$ cat src/pc_next_defs.vh
/*
  constants for the program counter next-address logic.
  assumes inclusion by bare name from the design files.
*/
`ifndef PC_NEXT_DEFS_VH
`define PC_NEXT_DEFS_VH
`define PC_WIDTH 16
`define PC_RESET_VALUE 16'h0000
`define DISP_WIDTH 8
`define DISP_SIGN_BIT 7
`define LEN_WIDTH 3
`endif

$ cat src/pc_next_address_relative_branch.v
/*
  program counter next-address logic for an 8-bit core: sequential advance by the
  instruction length, absolute branch load and relative branch target selection,
  with a one-cycle flag that marks each loaded branch target.
  assumes the decoder presents one completed instruction per cycle with INSTR_VALID,
  its length in bytes, and branch request, kind, condition and displacement alongside,
  all synchronous to REF_CLK and settled before its rising edge.
  assumes BRANCH_TAKEN is tied high by the decoder for unconditional branches.
  a zero length with INSTR_VALID and no branch leaves the counter unchanged.
*/

`timescale 1ns/1ps
`include "pc_next_defs.vh"

module pc_next_address_relative_branch (
  // clock and reset
  input wire REF_CLK,
  input wire RST,

  // decoder request
  input wire INSTR_VALID,
  input wire [`LEN_WIDTH-1:0] INSTR_LENGTH,
  input wire BRANCH_REQ,
  input wire BRANCH_RELATIVE,
  input wire BRANCH_TAKEN,
  input wire [`PC_WIDTH-1:0] BRANCH_ABS_ADDR,
  input wire [`DISP_WIDTH-1:0] BRANCH_DISPLACEMENT,

  // counter outputs
  output wire [`PC_WIDTH-1:0] PC,
  output wire BRANCHED
);

  // one-hot source codes keep each leg of the counter mux a single decoded bit
  localparam [3:0] SRC_HOLD = 4'h1;
  localparam [3:0] SRC_SEQ = 4'h2;
  localparam [3:0] SRC_REL = 4'h4;
  localparam [3:0] SRC_ABS = 4'h8;

  // registered state and its next values
  reg [`PC_WIDTH-1:0] pc_ff;
  reg branched_ff;
  reg [`PC_WIDTH-1:0] nxt_pc;
  reg nxt_branched;
  reg [3:0] src_sel;

  // candidate next addresses
  wire [`PC_WIDTH-1:0] len_word;
  wire [`PC_WIDTH-1:0] follow_addr;
  wire [`PC_WIDTH-1:0] rel_target;
  wire [`PC_WIDTH-1:0] abs_target;
  wire branch_go;

  // extend a byte count to the counter width
  function [`PC_WIDTH-1:0] len_ext;
    input [`LEN_WIDTH-1:0] len;
    begin
      len_ext = {{(`PC_WIDTH-`LEN_WIDTH){1'b0}}, len};
    end
  endfunction

  // modulo add on the counter width: a carry out of bit 15 is lost on purpose
  function [`PC_WIDTH-1:0] wrap_add;
    input [`PC_WIDTH-1:0] base;
    input [`PC_WIDTH-1:0] step;
    begin
      wrap_add = base + step;
    end
  endfunction

  // a branch loads only with a completed instruction and a met condition
  function branch_fires;
    input valid;
    input req;
    input taken;
    begin
      branch_fires = valid & req & taken;
    end
  endfunction

  // truth table of the source choice; exactly one code bit is ever set
  function [3:0] pick_source;
    input valid;
    input fires;
    input relative;
    begin
      case ({valid, fires, relative})
        // no completed instruction: hold
        3'h0: begin
          pick_source = SRC_HOLD;
        end
        3'h1: begin
          pick_source = SRC_HOLD;
        end
        3'h2: begin
          pick_source = SRC_HOLD;
        end
        3'h3: begin
          pick_source = SRC_HOLD;
        end
        // no branch, or its condition not met: fall through
        3'h4: begin
          pick_source = SRC_SEQ;
        end
        3'h5: begin
          pick_source = SRC_SEQ;
        end
        // taken branch: absolute or relative target
        3'h6: begin
          pick_source = SRC_ABS;
        end
        3'h7: begin
          pick_source = SRC_REL;
        end
        default: begin
          pick_source = SRC_HOLD;
        end
      endcase
    end
  endfunction

  // a loaded branch target is flagged for one cycle
  function is_branch_source;
    input [3:0] src;
    begin
      case (src)
        SRC_HOLD: begin
          is_branch_source = 1'b0;
        end
        SRC_SEQ: begin
          is_branch_source = 1'b0;
        end
        SRC_REL: begin
          is_branch_source = 1'b1;
        end
        SRC_ABS: begin
          is_branch_source = 1'b1;
        end
        default: begin
          is_branch_source = 1'b0;
        end
      endcase
    end
  endfunction

  assign len_word = len_ext(INSTR_LENGTH);

  // the sequential address doubles as the base for relative targets
  assign follow_addr = wrap_add(pc_ff, len_word);

  assign abs_target = BRANCH_ABS_ADDR;

  assign branch_go = branch_fires(INSTR_VALID, BRANCH_REQ, BRANCH_TAKEN);

  rel_target_adder u_rel (
    .follow_addr(follow_addr),
    .branch_displacement(BRANCH_DISPLACEMENT),
    .target_addr(rel_target)
  );

  // a conditional branch not taken falls through sequentially
  always @* begin
    src_sel = pick_source(INSTR_VALID, branch_go, BRANCH_RELATIVE);
  end

  // only one source is live per cycle
  always @* begin
    nxt_pc = pc_ff;
    case (src_sel)
      SRC_HOLD: begin
        nxt_pc = pc_ff;
      end
      SRC_SEQ: begin
        nxt_pc = follow_addr;
      end
      SRC_REL: begin
        nxt_pc = rel_target;
      end
      SRC_ABS: begin
        nxt_pc = abs_target;
      end
      default: begin
        // an illegal code holds rather than jumping anywhere
        nxt_pc = pc_ff;
      end
    endcase
  end

  // the flag follows the source, not the address, so a branch to itself still shows
  always @* begin
    nxt_branched = is_branch_source(src_sel);
  end

  // the counter and the flag reset together with the core
  always @(posedge REF_CLK or posedge RST) begin
    if (RST) begin
      pc_ff <= `PC_RESET_VALUE;
    end else begin
      pc_ff <= nxt_pc;
    end
  end

  always @(posedge REF_CLK or posedge RST) begin
    if (RST) begin
      branched_ff <= 1'b0;
    end else begin
      branched_ff <= nxt_branched;
    end
  end

  assign PC = pc_ff;
  assign BRANCHED = branched_ff;
endmodule

$ cat src/rel_target_adder.v
/*
  relative branch target adder: follow-on address plus sign-extended displacement.
  assumes the caller supplies the start address of the following instruction.
*/
`timescale 1ns/1ps
`include "pc_next_defs.vh"
module rel_target_adder (
  // operands
  input wire [`PC_WIDTH-1:0] follow_addr,
  input wire [`DISP_WIDTH-1:0] branch_displacement,
  // result
  output wire [`PC_WIDTH-1:0] target_addr
);
  // upper bits copy the sign bit
  wire [`PC_WIDTH-1:0] disp_ext;
  assign disp_ext = {{(`PC_WIDTH-`DISP_WIDTH){branch_displacement[`DISP_SIGN_BIT]}},
                     branch_displacement};
  // carry out of bit 15 drops by the sum width
  assign target_addr = follow_addr + disp_ext;
endmodule

$ cat config.mk
export PLATFORM = sky130hd
export DESIGN_NAME = pc_next_address_relative_branch
export DESIGN_NICKNAME = d
export VERILOG_FILES = /design/src/pc_next_address_relative_branch.v /design/src/rel_target_adder.v
export VERILOG_INCLUDE_DIRS = /design/src
export SDC_FILE = /design/constraint.sdc
export NUM_CORES = 1
export LEC_CHECK = 0
export BUFFER_PORTS_ARGS = -buffer_cell sky130_fd_sc_hd__buf_2
export CAP_MARGIN = 30
export CORE_MARGIN = 2
export CORE_UTILIZATION = 37
export DETAILED_ROUTE_END_ITERATION = 8
export HOLD_SLACK_MARGIN = 0.15
export SYNTH_ARGS = -nofsm -noshare
export SYNTH_HDL_FRONTEND = slang
export SYNTH_SLANG_ARGS = --single-unit
$ cat constraint.sdc
create_clock -name REF_CLK -period 7.7 [get_ports REF_CLK]
set_input_delay 0.77 -clock REF_CLK [delete_from_list [all_inputs] [get_ports REF_CLK]]
set_output_delay 0.77 -clock REF_CLK [all_outputs]
set_load 0.01 [all_outputs]
== Word-level counts from Yosys, hierarchy flattened ==
Memory sizes are Yosys's and may differ from the RTL's.
Cells that the tools add are included.

* Bits in registers: 17
* Input bits: 33
* Logic and storage cells: 14
* Bits in read-only memories: 32
* Memories kept: 1
* Output and inout bits: 17

{| class="wikitable"
|+ Memories
! memory !! depth !! bits a word !! rd ports !! clocked after memory_dff !! write ports !! line !! RTL
|-
| (no name shown) || 8 || 4 || 1 || 0 || 0 || pc_next_address_relative_branch.v:87 || <nowiki>case ({valid, fires, relative})</nowiki>
|}

* Equality and inequality tests: 3
* Bitwise logic cells: 2
* Muxes and demuxes: 2
* Reduce and logical (&&, ||, !) cells: 2
* Add/subtract/negate cells: 2

{| class="wikitable"
|+ Operator list
! kind !! number
|-
| $pmux 16 s3 || 1
|-
| $add 16x16->16 || 1
|-
| $add 16x3->16 || 1
|-
| $eq 4x2->1 const B || 1
|-
| $eq 4x3->1 const B || 1
|-
| $eq 4x4->1 const B || 1
|-
| $reduce_bool 3->1 || 1
|-
| $and 1x1->1 || 2
|-
| $reduce_or 2->1 || 1
|-
| $mux 1 || 1
|}

== Depth between registers and ports, before layout ==
An unclocked memory read counts as a cell.

* Depth after elaboration: 6
* Depth in mapped cells: 14
* Gate-level depth less buffers: 14

== Hierarchy ==
From an unflattened synthesis, not the netlist that was laid out.

* Cell total of the unflattened synthesis: 257
* Area, all modules: 2,139.6 um^2

{| class="wikitable"
|+ By module, submodules not included
! module !! sequential area each (um^2) !! instances !! cells an instance !! area each (um^2)
|-
| pc_next_address_relative_branch || 425.4 || 1 || 159 || 1,415.1
|-
| rel_target_adder || 0.0 || 1 || 98 || 724.4
|}

== Least setup slack after synthesis ==
Ideal clock, no wire load.

* Kind: input-to-reg
* From: input port INSTR_LENGTH[0]
* To: register pc_ff[15] (netlist: PC[15])
* Slack: 4.188 ns
* Library setup time: 0.132 ns
* Arrival time: 3.380 ns
* Buffers on the path: 0
* Stages on the path: 13
* Required time: 7.568 ns
* Path through: ha_1 > fa_1 > a21o_1 > and2_1 > xor2_1 > ha_1 > a21oi_2 > o211ai_1 > a221oi_2 > o21ai_2 > o21ai_2 > xnor2_1 > o221ai_2

* Word-level cells in the longest chain between the ends: 3

{| class="wikitable"
|+ RTL lines
! what !! line !! RTL
|-
| start, declared || pc_next_address_relative_branch.v:22 || <nowiki>input wire [`LEN_WIDTH-1:0] INSTR_LENGTH,</nowiki>
|-
| $add 16x3->16 (*) || pc_next_address_relative_branch.v:67 || <nowiki>wrap_add = base + step;</nowiki>
|-
| $add 16x16->16 || rel_target_adder.v:19 || <nowiki>assign target_addr = follow_addr + disp_ext;</nowiki>
|-
| $pmux 16 s3 (*) || pc_next_address_relative_branch.v:169 || <nowiki>case (src_sel)</nowiki>
|-
| end signal, assigned || pc_next_address_relative_branch.v:197 || <nowiki>pc_ff <= `PC_RESET_VALUE;</nowiki>
|-
| end signal, assigned || pc_next_address_relative_branch.v:199 || <nowiki>pc_ff <= nxt_pc;</nowiki>
|-
| end, declared || pc_next_address_relative_branch.v:41 || <nowiki>reg [`PC_WIDTH-1:0] pc_ff;</nowiki>
|}

Every way passes the cells marked *; elsewhere a longest branch is shown, timed or not.
A chain may end at the register's enable or synchronous reset.

== Final worst setup path ==
Same ends and word-level chain as after synthesis.

==> results.sh <==
export IMPL_cp_max_fo=6
export IMPL_maxSlewViolCount=0
export IMPL_synthTopCellsByArea="dfrtp_1 (21%), ha_1 (12%), xnor2_1 (7.4%)"
export IMPL_synth_xor_area_frac=0.122
export IMPL_synth_edf_count=0
export IMPL_fin_crit_ns=3.59
export IMPL_finalSetupViolCount=0
export IMPL_max_freq_mhz=279
export IMPL_rows=26
export IMPL_end_kind="flip-flop"
export IMPL_dp_slack_ns=3.84
export IMPL_post_cts_buffers=0
export IMPL_drtIter0Drc=141
export IMPL_slowest_delay_ns=0.40
export IMPL_muxShareOfSynthArea=0.0311
export IMPL_ant_nets=0
export IMPL_yosysSeqAreaShare=0.211
export IMPL_total_power_w=0.000901
export IMPL_cts_hold_buf=0
export IMPL_dpl_hpwl_um=4390
export IMPL_max_cap_violations=0
export IMPL_vdd_drop_max_mv=0.161
export IMPL_h_tree_depth=1
export IMPL_cts_buffer_depth=2
export IMPL_numClockSinks=17
export IMPL_synth_nets=310
export IMPL_synth_area_leader_cell="dfrtp_1"
export IMPL_cp_required_ns=7.83
export IMPL_grt_pass1_vias=1853
export IMPL_fill_cells=534
export IMPL_grt_pass1_wl_um=9240
export IMPL_n_antenna_cell=0
export IMPL_core_sq_mm=0.00517
export IMPL_worst_pin_slew_ns=0.700
export IMPL_place_inst=367
export IMPL_timing_final_crit_share=0.466
export IMPL_cpMaxStageDelayCell="fa_1"
export IMPL_synth_top_area_share=0.211
export IMPL_grt_ovfl_total=0
export IMPL_ys_warnings_count=0
export IMPL_cellLeakagePower_nw=1.08
export IMPL_setup_ws_ns=4.11
export IMPL_antenna_found_initial=0
export IMPL_die_area_sq_mm=0.00604
export IMPL_io_buffers=49
export IMPL_hold_class="reg -> reg"
export IMPL_grt_setup_unrepaired="false"
export IMPL_drive_above_1_share=0.199
export IMPL_drc=0
export IMPL_fin_util=0.456
export IMPL_syn_avg_cell_area_sq_um=7.86
export IMPL_clk_pin_slew_ns=0.07
export IMPL_area_growth_pct=17.2
export IMPL_wirelength_um=5570
export IMPL_die_w_um=77.7
export IMPL_die_h_um=77.7
export IMPL_startpoint_type="input port"
export IMPL_stdcell_count=371
export IMPL_crit_buf_inv=1
export IMPL_io_pins=50
export IMPL_yosys_area_share_simple=0.190
export IMPL_numCtsBuffers=3
export IMPL_syn_inst=256
export IMPL_critical_path_top_delay_family="compound AO/OA/AOI/OAI gates"
export IMPL_grt_max_degree=23
export IMPL_initial_core_util=0.389
export IMPL_synthAdderAreaFrac=0.138
export IMPL_setup_tns_ns=0
export IMPL_cp_cell_sequence="buf_2, ha_1, fa_1, a21o_1, and2_1, xor2_1, ha_1, a21oi_2, o211ai_1, a221oi_2, o21ai_2, o21ai_2, xnor2_1, o221ai_2"
export IMPL_clock_tree_root_cell="clkbuf_8"
export IMPL_arrival_ns=3.72
export IMPL_fin_worst_skew_ns=0.00351
export IMPL_maxSlewHeadroom=0.533
export IMPL_grtUsageTotal=0.191
export IMPL_synth_cell_types=50
export IMPL_crit_type="in -> reg"
export IMPL_wl_per_cell_um=15.0
export IMPL_outcome="complete, no violations"
export IMPL_final_hold_viol_count=0
export IMPL_clock_latency_ns=0.25
export IMPL_ys_ff_latch=17
export IMPL_vias=1990
export IMPL_post_cts_resized=0
export IMPL_synth_top_family_by_area="compound AO/OA/AOI/OAI gates"
export IMPL_synth_main_ff_cell="dfrtp_1"
export IMPL_p_per_area_mw_per_mm2=382
export IMPL_dr_pass1_iters=4
export IMPL_via_per_inst=5.36
export IMPL_cts_tree="built"
export IMPL_gp_congestion=0.834
export IMPL_fin_nets=356
export IMPL_synth_compound_area_frac=0.275
export IMPL_synthArstFlopShare=1.00
export IMPL_syn_area_sq_mm=0.00201
## cells in the mapped netlist, drive strengths merged, types with 2 or more instances
library cell,number
nor2,23
a22o,2
nand3,12
nand2,26
and2,4
fa,2
dfrtp,17
a211oi,3
mux2,2
o41ai,2
buf,2
nand4,3
nand2b,2
mux2i,4
a21oi,21
o22ai,4
xnor2,17
clkbuf,6
o21a,2
and3,4
o211ai,2
nor3,6
ha,19
a221oi,4
inv,8
xor2,11
o31ai,2
o21ai,25
a21o,7
## per-layer routing
layer | wire length (um) | track usage | vias to the layer above
met5 | 0 | 0 | -
met2 | 2470 | 0.286 | 61
li1 | - | - | 1028
met1 | 2730 | 0.295 | 897
met3 | 328 | 0.0140 | 4
met4 | 46 | 0.0446 | 0
## cell usage in the layout (no fill, tap or decap), types with 4 or more instances in the layout
cell type  netlist  final
buf_2            1     49
nand2_1         26     26
nor2_1          23     23
a21oi_1         19     19
ha_1            19     19
dfrtp_1         17     17
xnor2_1         17     17
o21ai_0         16     16
nand3_1         12     12
xor2_1          11     11
inv_1            8      8
o21ai_1          7      7
a21o_1           7      7
nor3_1           6      6
and2_1           4      4
and3_1           4      4
o22ai_1          4      4
mux2i_1          4      4
## worst min-delay path, cell delays in order, from the launching register on
cell      delay, ns
dfrtp_1        0.41
nand2_1        0.08
o221ai_2       0.05
## metrics by stage
stage	hold WS, ns	area (sq um)
global route	0.632	2360
global placement	0.556	2310
detailed placement	0.570	2310
CTS	0.586	2360
floorplan	0.577	2010
finish	0.578	2360
## flip-flops by register name (all words and copies together), names as in the netlist
signal,flops
BRANCHED,1
PC,16
## worst paths after layout
| kind | from | endpoint | slack, ns | cells past startpoint |
|---|---|---|---|---|
| worst max-delay path | INSTR_LENGTH[0] | PC[15] | 4.11 | 14 |
| worst min-delay path | PC[15] | PC[15] | 0.58 | 2 |
| worst max register to register | PC[0] | PC[15] | 4.33 | 13 |
| worst min register to register | PC[15] | PC[15] | 0.58 | 2 |
| max in group asynchronous | RST | PC[4] | 6.64 | 2 |
| min in group asynchronous | RST | PC[7] | 0.61 | 2 |
## layout make-up
class	count	area, sq um	area share
Clock buffer	4	45.0	0.0191
Tap cell	70	87.6	0.0371
Timing Repair Buffer	49	245	0.104
Multi-Input combinational cell	222	1520	0.645
Sequential cell	17	425	0.180
Inverter	9	33.8	0.0143
## cells by family after synthesis
| kind of cell | Yosys count |
|---|---|
| buffers and inverters | 17 |
| XOR/XNOR | 28 |
| multiplexers | 6 |
| AO/OA/AOI/OAI | 83 |
| flip-flops | 17 |
| AND/OR/NAND/NOR | 84 |
| adder cells (fa/ha/maj) | 21 |
## report_power, final
part | total, W | leakage, nW | internal (W) | switching, W
Clock | 0.0000695 | 0.0228 | 0.0000368 | 0.0000327
Sequential | 0.000187 | 0.200 | 0.000126 | 0.0000608
Combinational | 0.000644 | 0.858 | 0.000288 | 0.000357
Note: power is estimated with default switching activity, not from simulation.
